### src/logic/acs_pkg.sv
// shared constants and types for the converter control sequencer
package acs_pkg;
   // register offsets on the i/o register bus, and the registers' reset value
   localparam logic [7:0] OFS_CTRL = 8'h03;
   localparam logic [7:0] OFS_MUX = 8'h04;
   localparam logic [7:0] OFS_CTRL_B = 8'h02;
   localparam logic [7:0] OFS_RES_H = 8'h01;
   localparam logic [7:0] OFS_RES_L = 8'h00;
   localparam logic [7:0] RST_BYTE = 8'h00;
   // control register fields
   localparam int B_ON = 7;
   localparam int B_START = 6;
   localparam int B_AUTO = 5;
   localparam int B_FLAG = 4;
   localparam int B_IRQ_ON = 3;
   // control b register fields
   localparam int B_LEFT = 3;
   // mux register fields
   localparam int B_REF_HI = 7;
   localparam int B_REF_LO = 6;
   localparam int B_CH_HI = 3;
   // reference codes
   localparam logic [1:0] REF_SUPPLY = 2'h0;
   localparam logic [1:0] REF_EXT = 2'h1;
   localparam logic [1:0] REF_INT = 2'h2;
   // channel codes, and the free running trigger code
   localparam logic [3:0] CH_EXT_LAST = 4'hB;
   localparam logic [3:0] CH_GROUND = 4'hC;
   localparam logic [3:0] CH_BANDGAP = 4'hD;
   localparam logic [3:0] CH_TEMP = 4'hE;
   localparam logic [2:0] TRIG_FREE = 3'h0;
   // conversion lengths in converter clock cycles
   localparam logic [4:0] CYC_NORMAL = 5'h0D;
   localparam logic [4:0] CYC_LONG = 5'h19;
   // host side: settling wait after internal reference select
   localparam int SETTLE_US = 1000;
   localparam int CLK_MHZ = 25;
   localparam int SETTLE_CYC = SETTLE_US * CLK_MHZ;
   typedef enum logic [1:0] {
      ST_IDLE = 2'b00,
      ST_CONV = 2'b01,
      ST_DONE = 2'b11
   } acs_state_t;
endpackage

### src/logic/acs_bus_if.sv
// i/o register bus joining the cpu side to the converter control
`timescale 1ns/1ps
interface acs_bus_if;
   logic [7:0] addr;
   logic [7:0] wdata;
   logic wr;
   logic rd;
   logic [7:0] rdata;
   logic irq;
   logic irq_ack;
   modport dev (input addr, input wdata, input wr, input rd, input irq_ack,
      output rdata, output irq);
   modport host (output addr, output wdata, output wr, output rd, output irq_ack,
      input rdata, input irq);
endinterface

### src/logic/acs_device.sv
// converter control sequencer: register file, sequencing and result latch
// Behaviour
// RULE1: temperature code routes and enables the sensor
// RULE2: software uses internal reference, single mode
// RULE3: reference field decodes supply, external, internal
// RULE4: reference change waits for running conversion
// RULE5: reference change makes next conversion long
// RULE6: channel field decodes inputs, ground, bandgap, sensor
// RULE7: channel change waits for running conversion
// RULE8: software writes zero to touch bits
// RULE9: enable on; disable aborts conversion
// RULE10: start bit launches single or first conversion
// RULE11: first conversion after enable lasts 25
// RULE12: start reads busy; writing zero ignored
// RULE13: auto trigger starts on rising trigger edge
// RULE14: flag sets when result registers update
// RULE15: irq needs flag, local and global enable
// RULE16: flag clears on vector or written one
// RULE17: software avoids read-modify-write on control
// RULE18: prescaler divides by 2 up to 128
// RULE19: software waits 1ms after internal reference
// RULE20: software forces long conversion on changes
// RULE21: low byte read freezes result until high
// RULE22: free running code gives no trigger edge
// RULE23: left adjust changes presentation at once
// RULE24: analog core stubbed, result at count end
`timescale 1ns/1ps
module acs_device (
   input wire logic I_CLK,
   input wire logic I_RST_B,
   acs_bus_if.dev bus,
   input wire logic I_GLOBAL_IRQ_ON,
   input wire logic I_TRIGGER,
   input wire logic [9:0] I_ANALOG_SAMPLE,
   output logic [1:0] O_REF_SEL,
   output logic O_REF_PIN_CONNECT,
   output logic [3:0] O_CHANNEL_SEL,
   output logic O_CHANNEL_VALID,
   output logic O_TEMP_SENSOR_ON,
   output logic O_CONVERTER_POWERED,
   output logic O_BUSY
);
   acs_pkg::acs_state_t state_ff;
   logic [7:0] mux_ff;
   logic [7:0] ctrl_b_ff;
   logic [1:0] ref_act_ff;
   logic [3:0] ch_act_ff;
   logic on_ff, auto_ff, flag_ff, irq_on_ff;
   logic [2:0] pre_ff;
   logic need_long_ff;
   logic [4:0] cyc_ff;
   logic [9:0] res_ff;
   logic [9:0] core_ff;
   logic frozen_ff;
   logic trg_s1_ff, trg_s2_ff, trg_d_ff;
   logic tick, wr_ctrl, wr_mux, start_req, trig_edge, done, busy, launch;
   logic [15:0] shown;
   assign wr_ctrl = bus.wr && bus.addr == acs_pkg::OFS_CTRL;
   assign wr_mux = bus.wr && bus.addr == acs_pkg::OFS_MUX;
   assign busy = state_ff == acs_pkg::ST_CONV;
   assign done = busy && tick && cyc_ff == 5'h01;
   acs_prescaler u_pre (
      .i_clk(I_CLK),
      .i_rst_b(I_RST_B),
      .i_run(busy),
      .i_sel(pre_ff),
      .o_tick(tick)
   );
   // trigger pin crosses in from outside, so two flops first
   always_ff @(posedge I_CLK or negedge I_RST_B) begin
      if (!I_RST_B) begin
         trg_s1_ff <= 1'b0;
         trg_s2_ff <= 1'b0;
         trg_d_ff <= 1'b0;
      end else begin
         trg_s1_ff <= I_TRIGGER;
         trg_s2_ff <= trg_s1_ff;
         trg_d_ff <= trg_s2_ff;
      end
   end
   // free running re-triggers from its done state, never from a code switch;
   // the done strobe itself falls while still busy and would be lost
   always_comb begin
      if (ctrl_b_ff[2:0] == acs_pkg::TRIG_FREE) begin
         trig_edge = state_ff == acs_pkg::ST_DONE; // RULE22
      end else begin
         trig_edge = trg_s2_ff && !trg_d_ff; // RULE13
      end
   end
   assign start_req = (wr_ctrl && bus.wdata[acs_pkg::B_START]) || (auto_ff && trig_edge);
   // launch only when not busy; a disabling write always wins over a start
   assign launch = !busy && start_req && (wr_ctrl ? bus.wdata[acs_pkg::B_ON] : on_ff);
   // control register bits written by software
   always_ff @(posedge I_CLK or negedge I_RST_B) begin
      if (!I_RST_B) begin
         on_ff <= 1'b0;
         auto_ff <= 1'b0;
         irq_on_ff <= 1'b0;
         pre_ff <= 3'h0;
         ctrl_b_ff <= acs_pkg::RST_BYTE;
         mux_ff <= acs_pkg::RST_BYTE;
      end else begin
         if (wr_ctrl) begin
            on_ff <= bus.wdata[acs_pkg::B_ON]; // RULE9
            auto_ff <= bus.wdata[acs_pkg::B_AUTO];
            irq_on_ff <= bus.wdata[acs_pkg::B_IRQ_ON];
            pre_ff <= bus.wdata[2:0];
         end
         if (bus.wr && bus.addr == acs_pkg::OFS_CTRL_B) begin
            ctrl_b_ff <= {4'h0, bus.wdata[3:0]};
         end
         if (wr_mux) begin
            mux_ff <= bus.wdata;
         end
      end
   end
   // sequencer; a start while busy is ignored, writing zero to the start bit never stops it
   always_ff @(posedge I_CLK or negedge I_RST_B) begin
      if (!I_RST_B) begin
         state_ff <= acs_pkg::ST_IDLE;
         cyc_ff <= 5'h00;
      end else if (wr_ctrl && !bus.wdata[acs_pkg::B_ON]) begin
         state_ff <= acs_pkg::ST_IDLE; // RULE9
         cyc_ff <= 5'h00;
      end else begin
         unique case (state_ff)
            acs_pkg::ST_IDLE, acs_pkg::ST_DONE: begin
               state_ff <= acs_pkg::ST_IDLE;
               if (launch) begin
                  state_ff <= acs_pkg::ST_CONV; // RULE10
                  cyc_ff <= (need_long_ff || !on_ff) ? acs_pkg::CYC_LONG
                     : acs_pkg::CYC_NORMAL; // RULE11 RULE5
               end
            end
            acs_pkg::ST_CONV: begin
               if (tick) begin
                  cyc_ff <= cyc_ff - 5'h01;
                  if (cyc_ff == 5'h01) begin
                     state_ff <= acs_pkg::ST_DONE;
                  end
               end
            end
            default: state_ff <= acs_pkg::ST_IDLE;
         endcase
      end
   end
   // long conversion owed after enable or after a reference change
   always_ff @(posedge I_CLK or negedge I_RST_B) begin
      if (!I_RST_B) begin
         need_long_ff <= 1'b1;
      end else if (wr_mux && bus.wdata[7:6] != mux_ff[7:6]) begin
         need_long_ff <= 1'b1; // RULE5
      end else if (launch) begin
         need_long_ff <= 1'b0; // paid by this launch; a change mid-run is kept
      end else if (!on_ff) begin
         need_long_ff <= 1'b1; // RULE11
      end
   end
   // active selection only moves when no conversion holds it
   always_ff @(posedge I_CLK or negedge I_RST_B) begin
      if (!I_RST_B) begin
         ref_act_ff <= 2'h0;
         ch_act_ff <= 4'h0;
      end else if (!busy) begin
         ref_act_ff <= mux_ff[acs_pkg::B_REF_HI:acs_pkg::B_REF_LO]; // RULE4
         ch_act_ff <= mux_ff[acs_pkg::B_CH_HI:0]; // RULE7
      end
   end
   // stub core samples at the last converter cycle
   always_ff @(posedge I_CLK or negedge I_RST_B) begin
      if (!I_RST_B) begin
         core_ff <= 10'h000;
      end else if (done) begin
         core_ff <= I_ANALOG_SAMPLE; // RULE24
      end
   end
   // result pair lock; low byte read freezes until high byte read
   always_ff @(posedge I_CLK or negedge I_RST_B) begin
      if (!I_RST_B) begin
         res_ff <= 10'h000;
         frozen_ff <= 1'b0;
      end else begin
         if (bus.rd && bus.addr == acs_pkg::OFS_RES_L) begin
            frozen_ff <= 1'b1; // RULE21
         end else if (bus.rd && bus.addr == acs_pkg::OFS_RES_H) begin
            frozen_ff <= 1'b0;
         end
         if (state_ff == acs_pkg::ST_DONE && !frozen_ff) begin
            res_ff <= core_ff;
         end
      end
   end
   // flag: completion set beats software or vector clear
   always_ff @(posedge I_CLK or negedge I_RST_B) begin
      if (!I_RST_B) begin
         flag_ff <= 1'b0;
      end else if (state_ff == acs_pkg::ST_DONE && !frozen_ff) begin
         flag_ff <= 1'b1; // RULE14
      end else if (bus.irq_ack || (wr_ctrl && bus.wdata[acs_pkg::B_FLAG])) begin
         flag_ff <= 1'b0; // RULE16
      end
   end
   // alignment applied at read time so it takes effect at once
   assign shown = ctrl_b_ff[acs_pkg::B_LEFT] ? {res_ff, 6'h00} : {6'h00, res_ff}; // RULE23
   // read mux; unmapped offsets read zero
   always_comb begin
      unique case (bus.addr)
         acs_pkg::OFS_CTRL: bus.rdata = {on_ff, busy, auto_ff, flag_ff, irq_on_ff, pre_ff}; // RULE12
         acs_pkg::OFS_MUX: bus.rdata = mux_ff;
         acs_pkg::OFS_CTRL_B: bus.rdata = ctrl_b_ff;
         acs_pkg::OFS_RES_H: bus.rdata = shown[15:8];
         acs_pkg::OFS_RES_L: bus.rdata = shown[7:0];
         default: bus.rdata = 8'h00;
      endcase
   end
   assign bus.irq = flag_ff && irq_on_ff && I_GLOBAL_IRQ_ON; // RULE15
   // analog selection outputs
   assign O_REF_SEL = ref_act_ff; // RULE3
   assign O_REF_PIN_CONNECT = ref_act_ff == acs_pkg::REF_EXT;
   assign O_CHANNEL_SEL = ch_act_ff; // RULE6
   assign O_CHANNEL_VALID = ch_act_ff <= acs_pkg::CH_TEMP;
   assign O_TEMP_SENSOR_ON = ch_act_ff == acs_pkg::CH_TEMP; // RULE1
   assign O_CONVERTER_POWERED = on_ff;
   assign O_BUSY = busy;
endmodule

### src/logic/acs_prescaler.sv
// converter clock enable divider selected by the prescaler field
`timescale 1ns/1ps
module acs_prescaler (
   input wire logic i_clk,
   input wire logic i_rst_b,
   input wire logic i_run,
   input wire logic [2:0] i_sel,
   output logic o_tick
);
   logic [6:0] cnt_ff;
   logic [6:0] last;
   // codes 0 and 1 both divide by two
   always_comb begin
      last = 7'h01;
      if (i_sel > 3'h1) begin
         last = 7'((8'h01 << i_sel) - 8'h01); // RULE18
      end
   end
   // counter held at zero while off so the first tick is a full period
   always_ff @(posedge i_clk or negedge i_rst_b) begin
      if (!i_rst_b) begin
         cnt_ff <= 7'h00;
      end else if (!i_run || cnt_ff >= last) begin
         cnt_ff <= 7'h00;
      end else begin
         cnt_ff <= cnt_ff + 7'h01;
      end
   end
   assign o_tick = i_run && (cnt_ff >= last);
endmodule

### src/flat_wrapper.sv
// flat-port wrapper written by rule: the top's interface ports become plain ports
module acs_device_flat 
  (I_CLK, I_RST_B, I_GLOBAL_IRQ_ON, I_TRIGGER, I_ANALOG_SAMPLE, O_REF_SEL, O_REF_PIN_CONNECT, O_CHANNEL_SEL, O_CHANNEL_VALID, O_TEMP_SENSOR_ON, O_CONVERTER_POWERED, O_BUSY, bus_addr, bus_wdata, bus_wr, bus_rd, bus_irq_ack, bus_rdata, bus_irq);
  acs_bus_if bus_i ();
  input wire logic I_CLK;
  input wire logic I_RST_B;
  input wire logic I_GLOBAL_IRQ_ON;
  input wire logic I_TRIGGER;
  input wire logic [9:0] I_ANALOG_SAMPLE;
  output logic [1:0] O_REF_SEL;
  output logic O_REF_PIN_CONNECT;
  output logic [3:0] O_CHANNEL_SEL;
  output logic O_CHANNEL_VALID;
  output logic O_TEMP_SENSOR_ON;
  output logic O_CONVERTER_POWERED;
  output logic O_BUSY;
  input wire logic [$bits(bus_i.addr)-1:0] bus_addr;
  input wire logic [$bits(bus_i.wdata)-1:0] bus_wdata;
  input wire logic [$bits(bus_i.wr)-1:0] bus_wr;
  input wire logic [$bits(bus_i.rd)-1:0] bus_rd;
  input wire logic [$bits(bus_i.irq_ack)-1:0] bus_irq_ack;
  output wire logic [$bits(bus_i.rdata)-1:0] bus_rdata;
  output wire logic [$bits(bus_i.irq)-1:0] bus_irq;
  assign bus_i.addr = bus_addr;
  assign bus_i.wdata = bus_wdata;
  assign bus_i.wr = bus_wr;
  assign bus_i.rd = bus_rd;
  assign bus_i.irq_ack = bus_irq_ack;
  assign bus_rdata = bus_i.rdata;
  assign bus_irq = bus_i.irq;
  acs_device u_core (.I_CLK(I_CLK), .I_RST_B(I_RST_B), .bus(bus_i), .I_GLOBAL_IRQ_ON(I_GLOBAL_IRQ_ON), .I_TRIGGER(I_TRIGGER), .I_ANALOG_SAMPLE(I_ANALOG_SAMPLE), .O_REF_SEL(O_REF_SEL), .O_REF_PIN_CONNECT(O_REF_PIN_CONNECT), .O_CHANNEL_SEL(O_CHANNEL_SEL), .O_CHANNEL_VALID(O_CHANNEL_VALID), .O_TEMP_SENSOR_ON(O_TEMP_SENSOR_ON), .O_CONVERTER_POWERED(O_CONVERTER_POWERED), .O_BUSY(O_BUSY));
endmodule
### config.mk
export PLATFORM = sky130hd
export DESIGN_NAME = acs_device_flat
export DESIGN_NICKNAME = d
export VERILOG_FILES = /design/src/logic/acs_pkg.sv /design/src/logic/acs_bus_if.sv /design/src/logic/acs_device.sv /design/src/logic/acs_prescaler.sv /design/src/flat_wrapper.sv
export SDC_FILE = /design/constraint.sdc
export NUM_CORES = 1
export LEC_CHECK = 0
export ABC_AREA = 1
export BUFFER_PORTS_ARGS = -buffer_cell sky130_fd_sc_hd__clkbuf_2
export CAP_MARGIN = 20
export CORE_MARGIN = 1
export CORE_UTILIZATION = 52
export DETAILED_ROUTE_END_ITERATION = 12
export MAX_ROUTING_LAYER = met4
export PLACE_DENSITY_LB_ADDON = 0.1
export SYNTH_ARGS = -nofsm -noshare
export SYNTH_HDL_FRONTEND = slang
export SYNTH_SLANG_ARGS = --single-unit
### constraint.sdc
create_clock -name I_CLK -period 2.6 [get_ports I_CLK]
set_input_delay 0.52 -clock I_CLK [delete_from_list [all_inputs] [get_ports I_CLK]]
set_output_delay 0.52 -clock I_CLK [all_outputs]
set_load 0.05 [all_outputs]
==> results of run 1 <==
==> worst reg2reg max path: stages (launching register included) <==
cell and delay, ps:
dfrtp_1 390, nor2_2 130, nand2_1 70, ha_2 260
or2_2 300, ha_1 300, nand2_1 60, o21ai_2 130
nand2_1 70, nand2_1 110, nor2_4 50, inv_2 70
nand3_4 100, clkbuf_16 180, o21ai_0 140
==> cell type report <==
| cell class | count | area share (%) |
|---|---|---|
| Sequential cell | 64 | 37.9 |
| Clock buffer | 10 | 3.25 |
| Multi-Input combinational cell | 288 | 39.5 |
| Timing Repair Buffer | 62 | 9.23 |
| Tap cell | 77 | 2.28 |
| Inverter | 71 | 6.30 |
| Clock inverter | 6 | 1.60 |
==> synthesized netlist by cell type (all sizes together) <==
cell / n
conb: 1
nor4: 1
a211oi: 2
o21a: 1
nor2: 32
clkbuf: 2
ha: 14
nor3: 2
nand4: 3
nand3b: 2
a21oi: 14
xor2: 4
dfrtp: 63
o21ai: 48
nor3b: 2
nand3: 23
a22oi: 1
o31ai: 1
inv: 71
or2: 4
xnor2: 1
buf: 5
o211ai: 1
mux2: 9
nand2: 116
o2111ai: 4
o22ai: 2
dfstp: 1
==> final timing paths <==
kind / from / slack, ps / endpoint / cells past startpoint
worst min-delay path: I_RST_B / 170 / u_core.u_pre.cnt_ff[1] / 2
worst max register to register: u_core.pre_ff[1] / 150 / u_core.core_ff[8] / 14
worst max-delay path: bus_addr[7] / 100 / bus_rdata[4] / 11
worst min register to register: u_core.trg_s1_ff / 360 / u_core.trg_s2_ff / 0
min in group I_CLK: I_TRIGGER / 270 / u_core.trg_s1_ff / 1
max in group asynchronous: I_RST_B / 2120 / u_core.need_long_ff / 2
==> kinds of logic (layout without fill, tap and decap cells) <==
| group | count (synthesis) | in the layout | synth area share (%) |
|---|---|---|---|
| buffers and inverters | 78 | 149 | 8.47 |
| AO/OA/AOI/OAI | 74 | 74 | 11.5 |
| XOR/XNOR | 5 | 5 | 1.24 |
| flip-flops | 64 | 64 | 45.4 |
| other | 1 | 1 | 0.106 |
| AND/OR/NAND/NOR | 185 | 185 | 25.4 |
| adder cells (fa/ha/maj) | 14 | 14 | 4.96 |
| multiplexers | 9 | 9 | 2.87 |
==> metal layers <==
metal	track usage, %	share of wire, %	vias up
met5	-	0	-
met4	9.55	2.0	0
met3	6.98	5.7	18
met2	36.7	46	89
met1	31.5	47	1373
li1	-	-	1512
==> state kept, by name, summed over array words and instances, names as in the netlist, 3 cells and up <==
| register | cells |
|---|---|
| u_core.O_CHANNEL_SEL | 4 |
| u_core.core_ff | 10 |
| u_core.ctrl_b_ff | 4 |
| u_core.cyc_ff | 5 |
| u_core.mux_ff | 8 |
| u_core.pre_ff | 3 |
| u_core.res_ff | 10 |
| u_core.u_pre.cnt_ff | 7 |
==> power breakdown <==
group / total, mW / switching, mW / internal, mW / leakage [nW]
Sequential: 1.31 / 0.125 / 1.18 / 0.848
Combinational: 0.851 / 0.528 / 0.322 / 1.28
Clock: 0.890 / 0.419 / 0.471 / 0.0989
Total: 3.05 / 1.07 / 1.98 / 2.23
==> metrics by stage <==
stage                     utilization (%)  hold slack [ps]  setup WS [ps]  power [mW]  cells
after floorplan                         -              224            196        1.91    430
after global placement               61.2              335            128        2.12    561
after detailed placement             61.2              341           37.5        2.15    561
after CTS                            64.4              192           19.6        3.04    577
after global routing                 65.5              195          -30.3        3.25    578
final                                65.5              167            103        3.05    578
==> results.py, run 1 <==
metrics = {
    "route": {
        "first_iter_violations": 195,
        "drc": 4,
        "wire_per_inst_um": 13.6,
        "firstDrtPassIters": 9,
        "postRouteAntennaNets": 0,
        "totalWireLength_um": 7840,
        "viasPerCell": 5.18,
        "vias": 2992,
    },
    "synth": {
        "synth_area_leaders": "dfrtp_1, nand2_1, inv_1",
        "yosysTopAreaCell": "dfrtp_1",
        "syn_area_um2": 3530,
        "yosysTopAreaCellShare_pct": 44.7,
        "yosysWarnings": 0,
        "synth_nets": 477,
        "syn_avg_cell_area_um2": 8.21,
        "syn_inst": 430,
        "ys_seq_elements": 64,
        "ys_types": 38,
        "synth-seq-area-share_pct": 45.4,
    },
    "timing": {
        "fin_setup_tns_ps": 0,
        "hold_violations": 0,
        "period_share_pct": 96.1,
        "fmax_mhz": 400,
        "relSlewSlack_pct": 66.3,
        "setup-violations-final": 0,
        "maxSlewViolCount": 0,
        "finalClockSkew_ps": 4.03,
        "rsz0062_at_grt": "true",
        "period_minus_slack_ps": 2500,
        "worst_pin_slew_ps": 505,
    },
    "cells_and_area": {
        "final-seq-area_um2": 1600,
        "mostFrequentLayoutCell": "nand2_1",
        "layout.nets": 543,
        "drive_gt1_share_pct": 26.1,
        "final_cell_mix": "nand2_1, dfrtp_1, inv_1",
        "syn_to_final_growth_pct": 19.9,
        "fillerInstances": 585,
        "final_cell_area_um2": 4230,
        "n_antenna_cell": 0,
        "multi_input_area_um2": 1670,
    },
    "worst_setup_path": {
        "cp_num_buf_inv": 4,
        "critPathLaunchType": "primary input",
        "path_cells": "clkbuf_2 > nor2_1 > nand2_2 > inv_2 > nand3_1 > nor2_1 > inv_2 > nor2_4 > nand2_1 > o2111ai_1 > clkbuf_4",
        "worst_path_max_delay_cell": "clkbuf_4",
        "arrival_ps": 1980,
        "critPathRequiredTime_ps": 2080,
        "critPathTopFamily": "simple AND/OR/NAND/NOR gates",
        "cp_slowest_stage_delay_ps": 290,
        "end_kind": "output pin",
        "cp_max_fo": 6,
        "path_class": "primary input to output pin",
    },
    "outcome": {
        "outcome": "finished, violations left",
        "violations": "design-rule violations",
    },
    "clocking": {
        "cts_setup_buffers": 0,
        "clk_path_buf_depth": 2,
        "cts_hold_buffers": 0,
        "cts_resized": 0,
        "clk_pin_slew_ps": 70,
        "h-tree-depth": 3,
        "cts_root_buf": "clkbuf_8",
        "clkSinkCount": 64,
        "cts_tree": "done",
        "clock_latency_ps": 350,
        "cts_inserted_buffers": 9,
    },
    "hold_path": {
        "min_path_type": "primary input to asynchronous set/reset pin",
    },
    "global_routing": {
        "grt.overflow.total": 0,
        "grt_max_degree": 65,
        "grt_pass1_vias": 2809,
        "grt_util_all_layers_pct": 24.4,
        "grt_pass1_wl_um": 13000,
        "antenna_found_initial": 0,
    },
    "pwr": {
        "ir_worst_vdd_mv": 0.445,
        "power.leakage_nw": 2.23,
        "power.density_nw_per_um2": 720,
    },
    "floorplan": {
        "ios": 53,
        "row_count": 29,
        "start_util_pct": 54.6,
        "die_w_um": 84.4,
        "core_area_um2": 6460,
        "fp.dieH_um": 84.4,
        "dieArea_um2": 7120,
    },
    "place": {
        "gp_congestion": 0.926,
        "numPortBuffers": 52,
        "place_hpwl_um": 5690,
        "dpl_cell_area_um2": 3950,
    },
    "flow_run": {
        "drv_cap": 0,
    },
}
No activity file was read; power rests on OpenSTA's default activity.
==> inputs of run 2 (changes only) <==
--- a/config.mk
+++ b/config.mk
@@ -9,7 +9,7 @@
 export BUFFER_PORTS_ARGS = -buffer_cell sky130_fd_sc_hd__clkbuf_2
 export CAP_MARGIN = 20
 export CORE_MARGIN = 1
-export CORE_UTILIZATION = 52
+export CORE_UTILIZATION = 30
 export DETAILED_ROUTE_END_ITERATION = 12
 export MAX_ROUTING_LAYER = met4
 export PLACE_DENSITY_LB_ADDON = 0.1
==> constraint.sdc (replaced) <==
create_clock -name I_CLK -period 2.2 [get_ports I_CLK]
set_input_delay 0.44 -clock I_CLK [delete_from_list [all_inputs] [get_ports I_CLK]]
set_output_delay 0.44 -clock I_CLK [all_outputs]
set_load 0.05 [all_outputs]
==> results.py, run 2 (synthesized netlist as in run 1, its figures left out) <==
metrics = {
    "timing": {
        "worst_pin_slew_ps": 570,
        "hold_violations": 0,
        "fin_ws_ps": -166,
        "period_minus_slack_ps": 2370,
        "finalClockSkew_ps": 5.03,
        "relSlewSlack_pct": 62.0,
        "setup-violations-final": 24,
        "fmax_mhz": 423,
        "rsz0062_at_grt": "true",
        "maxSlewViolCount": 0,
        "period_share_pct": 108,
    },
    "hold_path": {
        "min_path_type": "primary input to asynchronous set/reset pin",
    },
    "place": {
        "dpl_cell_area_um2": 4290,
        "numPortBuffers": 52,
        "place_hpwl_um": 6880,
        "gp_congestion": 0.855,
        "place_inst": 636,
    },
    "floorplan": {
        "core_area_um2": 11400,
        "start_util_pct": 30.9,
        "fp.dieH_um": 110,
        "die_w_um": 110,
        "row_count": 39,
        "ios": 53,
        "dieArea_um2": 12200,
    },
    "worst_setup_path": {
        "critPathLaunchType": "flop",
        "end_kind": "flop",
        "arrival_ps": 2590,
        "path_class": "flop to flop",
        "reg2reg_from": "u_core.pre_ff[2]",
        "critPathRequiredTime_ps": 2420,
        "reg2reg_slack_ps": -170,
        "r2r-end": "u_core.core_ff[6]",
        "cp_max_fo": 10,
        "r2r_cells": 15,
    },
    "pwr": {
        "design_power_total_mw": 4.02,
        "power.density_nw_per_um2": 853,
        "power.leakage_nw": 2.38,
        "ir_worst_vdd_mv": 0.473,
    },
    "cells_and_area": {
        "layout.nets": 553,
        "largest_registers": "u_core.core_ff (10), u_core.res_ff (10), u_core.mux_ff (8)",
        "n_antenna_cell": 0,
        "syn_to_final_growth_pct": 33.7,
        "final_cell_count_no_fill": 654,
        "final_cell_area_um2": 4720,
        "drive_gt1_share_pct": 31.9,
        "mostFrequentLayoutCell": "nand2_1",
        "final_cell_mix": "nand2_1, dfrtp_1, inv_1",
    },
    "flow_run": {
        "drv_cap": 0,
    },
    "clocking": {
        "clk_pin_slew_ps": 50,
        "cts_inserted_buffers": 9,
        "cts_tree": "done",
        "clock_latency_ps": 340,
        "clkSinkCount": 64,
        "cts_root_buf": "clkbuf_16",
        "clk_path_buf_depth": 2,
        "h-tree-depth": 3,
    },
    "outcome": {
        "outcome": "finished, violations left",
        "violations": "negative setup slack",
    },
    "route": {
        "totalWireLength_um": 8910,
        "drc": 0,
        "postRouteAntennaNets": 0,
        "vias": 2983,
        "firstDrtPassIters": 4,
        "wire_per_inst_um": 13.6,
        "viasPerCell": 4.56,
        "first_iter_violations": 97,
    },
    "global_routing": {
        "antenna_found_initial": 0,
        "grt_pass1_wl_um": 15200,
        "grt.overflow.total": 0,
        "grt_max_degree": 28,
        "grt_util_all_layers_pct": 16.3,
        "grt_pass1_vias": 3140,
    },
}
==> run 2: changes by cell type in the layout (fill, tap and decap cells not counted), moves of 3 or more <==
cell | previous run | this run
clkbuf_1 | 0 | 3
nand2_2 | 6 | 15
clkbuf_2 | 47 | 43
clkbuf_8 | 10 | 0
clkbuf_4 | 4 | 0
o21ai_0 | 33 | 27
o2111ai_1 | 3 | 0
nand2_1 | 106 | 96
o21ai_1 | 13 | 18
buf_4 | 8 | 16
buf_12 | 2 | 11
nor2_1 | 24 | 20
clkbuf_16 | 1 | 10
==> run 2: area by class of cell <==
class                           count  area, um2
Timing Repair Buffer               72        586
Clock buffer                       12        236
Fill cell                        1192       6700
Sequential cell                    64       1600
Clock inverter                      4       45.0
Tap cell                          143        179
Inverter                           71        267
Multi-Input combinational cell    288       1800
==> run 2: repair_timing <==
| action | CTS | global route |
|---|---|---|
| gates resized for setup | 8 | 22 |
| setup endpoints to repair | 27 | 32 |
| gates cloned | 0 | 1 |
| pin swaps | 0 | 1 |
| buffers inserted | 1 | 0 |
| hold endpoints to repair | 0 | 0 |
| hold buffers | 0 | 0 |
==> run 2: worst max-delay path by stage <==
stage / start / end / depth (start not counted)
global placement: u_core.pre_ff[2] / u_core.u_pre.cnt_ff[3] / 13
detailed placement: u_core.pre_ff[2] / u_core.core_ff[7] / 15
CTS: u_core.pre_ff[2] / u_core.core_ff[7] / 15
floorplan: u_core.pre_ff[2] / u_core.core_ff[0] / 14
global route: u_core.pre_ff[2] / u_core.core_ff[6] / 15
finish: u_core.pre_ff[2] / u_core.core_ff[6] / 15
==> run 2: per-layer routing <==
metal	GRT usage (%)	part of all wire, %	vias to the layer above
met5	-	0	-
met4	7.73	2.1	0
met3	2.47	2.8	15
met2	26.2	47	57
met1	20.3	48	1380
li1	-	-	1531
==> run 2: power by group <==
group | internal [mW] | total (mW) | leakage, nW | switching [mW]
Combinational | 0.410 | 1.07 | 1.39 | 0.664
Clock | 0.871 | 1.39 | 0.140 | 0.522
Sequential | 1.40 | 1.56 | 0.848 | 0.156
==> run 2: stage by stage <==
step / utilization, % / TNS, ps / setup WS, ps / hold WS (ps)
6_report: 41.3 / -2490 / -166 / 97.3
2_1_floorplan: - / -270 / -38.0 / 144
5_1_grt: 41.3 / -7460 / -378 / 135
3_5_place_dp: 37.6 / -2620 / -152 / 358
4_1_cts: 40.4 / -2770 / -174 / 116
3_3_place_gp: 37.6 / -1510 / -106 / 352
==> run 2: critical path, stage by stage, from the launching register on <==
cell and delay, ps:
dfrtp_1 380, nor2_2 140, nand2_1 70, ha_2 210, a21oi_2 130, o211ai_1 110
ha_1 330, nand2_1 80, o21a_1 200, nand2_2 90, nor2_4 50, inv_2 80
nand3_4 100, clkbuf_16 190, nand2_2 50, o21ai_1 60
==> inputs of run 3 (changes only) <==
--- a/config.mk
+++ b/config.mk
@@ -5,7 +5,6 @@
 export SDC_FILE = /design/constraint.sdc
 export NUM_CORES = 1
 export LEC_CHECK = 0
-export ABC_AREA = 1
 export BUFFER_PORTS_ARGS = -buffer_cell sky130_fd_sc_hd__clkbuf_2
 export CAP_MARGIN = 20
 export CORE_MARGIN = 1
==> results.py, run 3 <==
metrics = {
    "outcome": {
        "outcome": "finished, violations left",
        "violations": "negative setup slack",
    },
    "synth": {
        "synth-seq-area-share_pct": 49.0,
        "synth_common_cells": "dfrtp_1, mux2_2, nor2_1",
        "yosysTopAreaCellShare_pct": 48.2,
        "yosysTopAreaCell": "dfrtp_1",
        "synth_nets": 331,
        "synthFlopType": "dfrtp_1",
        "synth_edf_count": 0,
        "syn_inst": 284,
        "yosysMostFrequentCell": "dfrtp_1",
        "synth_area_leaders": "dfrtp_1, mux2_2, ha_1",
        "ys_types": 54,
        "synthArstFlopShare_pct": 100,
        "ys_seq_elements": 64,
        "syn_area_um2": 3270,
        "yosysWarnings": 0,
        "syn_avg_cell_area_um2": 11.5,
    },
    "place": {
        "numPortBuffers": 52,
        "place_inst": 507,
        "gp_congestion": 0.776,
        "place_hpwl_um": 6200,
        "dpl_cell_area_um2": 4290,
    },
    "floorplan": {
        "row_count": 37,
        "dieArea_um2": 11300,
        "die_w_um": 106,
        "ios": 53,
        "fp.dieH_um": 106,
        "start_util_pct": 31.2,
        "core_area_um2": 10500,
    },
    "route": {
        "totalWireLength_um": 8450,
        "wire_per_inst_um": 16.0,
        "postRouteAntennaNets": 0,
        "drc": 0,
        "firstDrtPassIters": 6,
        "vias": 2604,
        "viasPerCell": 4.91,
        "first_iter_violations": 57,
    },
    "worst_setup_path": {
        "cp_max_fo": 5,
        "path_class": "flop to flop",
        "arrival_ps": 3220,
        "critPathRequiredTime_ps": 2420,
        "critPathLaunchType": "flop",
        "reg2reg_slack_ps": -800,
        "end_kind": "flop",
    },
    "clocking": {
        "cts_root_buf": "clkbuf_8",
        "cts_hold_buffers": 0,
        "h-tree-depth": 3,
        "clk_pin_slew_ps": 80,
        "clkSinkCount": 64,
        "clock_latency_ps": 340,
        "cts_inserted_buffers": 9,
        "clk_path_buf_depth": 2,
        "cts_tree": "done",
    },
    "hold_path": {
        "min_path_type": "primary input to asynchronous set/reset pin",
    },
    "pwr": {
        "pwr-share-comb_pct": 10.9,
        "clock_power_share_pct": 41.1,
        "internal-power_mw": 1.89,
        "power.density_nw_per_um2": 540,
        "ir_worst_vdd_mv": 0.338,
        "p_sw_mw": 0.672,
        "swShare_pct": 26.2,
        "power.leakage_nw": 2.29,
        "power_frac_seq_pct": 47.9,
        "design_power_total_mw": 2.56,
    },
    "global_routing": {
        "antenna_found_initial": 0,
        "grt_util_all_layers_pct": 16.9,
        "grt_pass1_vias": 2814,
        "grt_max_degree": 39,
        "grt.overflow.total": 0,
        "grt_pass1_wl_um": 14200,
    },
    "timing": {
        "fin_setup_tns_ps": -16920,
        "hold_ws_ps": 22.8,
        "period_minus_slack_ps": 3000,
        "fin_ws_ps": -797,
        "finalClockSkew_ps": 15.0,
        "worst_pin_slew_ps": 597,
        "hold_violations": 0,
        "relSlewSlack_pct": 60.2,
        "fmax_mhz": 334,
        "maxSlewViolCount": 0,
        "rsz0062_at_grt": "true",
        "period_share_pct": 136,
        "setup-violations-final": 32,
    },
    "cells_and_area": {
        "final_cell_count_no_fill": 530,
        "n_antenna_cell": 0,
        "layout.nets": 436,
        "final_cell_area_um2": 4750,
        "syn_to_final_growth_pct": 45.2,
        "final_cell_mix": "dfrtp_1, buf_4, clkbuf_2",
        "drive_gt1_share_pct": 54.6,
        "largest_registers": "u_core.core_ff (10), u_core.res_ff (10), u_core.mux_ff (8)",
        "mostFrequentLayoutCell": "dfrtp_1",
    },
    "flow_run": {
        "drv_cap": 0,
    },
}
## run 3: cell types whose count changed after synthesis, moves of 5 or more
cell,delta
nand2_1,-95
inv_1,-51
mux2_2,+35
o21ai_0,-21
o21ai_1,-12
nand3_1,-11
a22oi_1,+9
inv_2,-9
a21oi_1,-7
nand2_2,-5
## run 3: power groups by stage
stage,clock (mW),sequential [mW],combinational (mW)
CTS,1.08,1.23,0.262
detailed placement,0,1.25,0.247
global placement,0,1.25,0.244
finish,1.05,1.23,0.280
global route,1.14,1.23,0.311
floorplan,0,1.26,0.0995
## run 3: timing repair
action	4_1_cts	5_1_grt
setup endpoints to repair	32	33
cloned	1	0
pin swaps	14	7
buffers inserted	4	4
gates resized for setup	27	17
## run 3: path summary, 6_finish.rpt
path,from,end,cells after the start
min reg2reg,u_core.trg_s1_ff,u_core.trg_s2_ff,0
min in group I_CLK,I_TRIGGER,u_core.trg_s1_ff,1
max in group asynchronous,I_RST_B,u_core.auto_ff,3
max,u_core.pre_ff[0],u_core.core_ff[8],11
min,I_RST_B,u_core.u_pre.cnt_ff[5],1
max reg2reg,u_core.pre_ff[0],u_core.core_ff[8],11
## run 3: kinds of logic (layout without fill, tap and decap cells)
| kind of cell | Yosys count | in the layout | share of synthesized area [%] |
|---|---|---|---|
| other | 1 | 1 | 0.115 |
| AO/OA/AOI/OAI | 53 | 53 | 10.9 |
| XOR/XNOR | 9 | 9 | 2.41 |
| AND/OR/NAND/NOR | 76 | 77 | 13.4 |
| flip-flops | 64 | 64 | 49.0 |
| adder cells (fa/ha/maj) | 14 | 14 | 5.36 |
| buffers and inverters | 19 | 128 | 2.22 |
| multiplexers | 48 | 48 | 16.5 |
## run 3: layout make-up
cell class              count  area (um2)
flip-flops and latches     64        1600
multi-input cells         202        1910
fillers                  1036        5720
clock inverters             6        68.8
clock buffers              10         138
well taps                 136         170
inverters                  11        45.0
repair buffers            101         810
## run 3: per-layer routing
metal  GRT usage [%]  up-vias  routed length (um)
li1                -     1256                   -
met1            21.9     1287                3960
met2            26.4       54                4100
met4            5.36        0                  86
met3            3.49        7                 307
met5               -        -                   0
## run 3: through the flow
step / utilization (%) / setup WS (ps)
final: 45.4 / -797
after global routing: 45.4 / -938
after CTS: 44.3 / -805
after detailed placement: 41.0 / -888
after global placement: 41.0 / -829
after floorplan: - / -889
## run 3: worst max-delay path: stages (launching register included)
cell	delay (ps)
dfrtp_1	380
or3_4	400
ha_4	180
buf_4	130
a22oi_2	170
ha_1	270
a211o_1	280
a31oi_2	180
o31a_1	190
and4bb_4	240
nand2_4	110
mux2_2	340
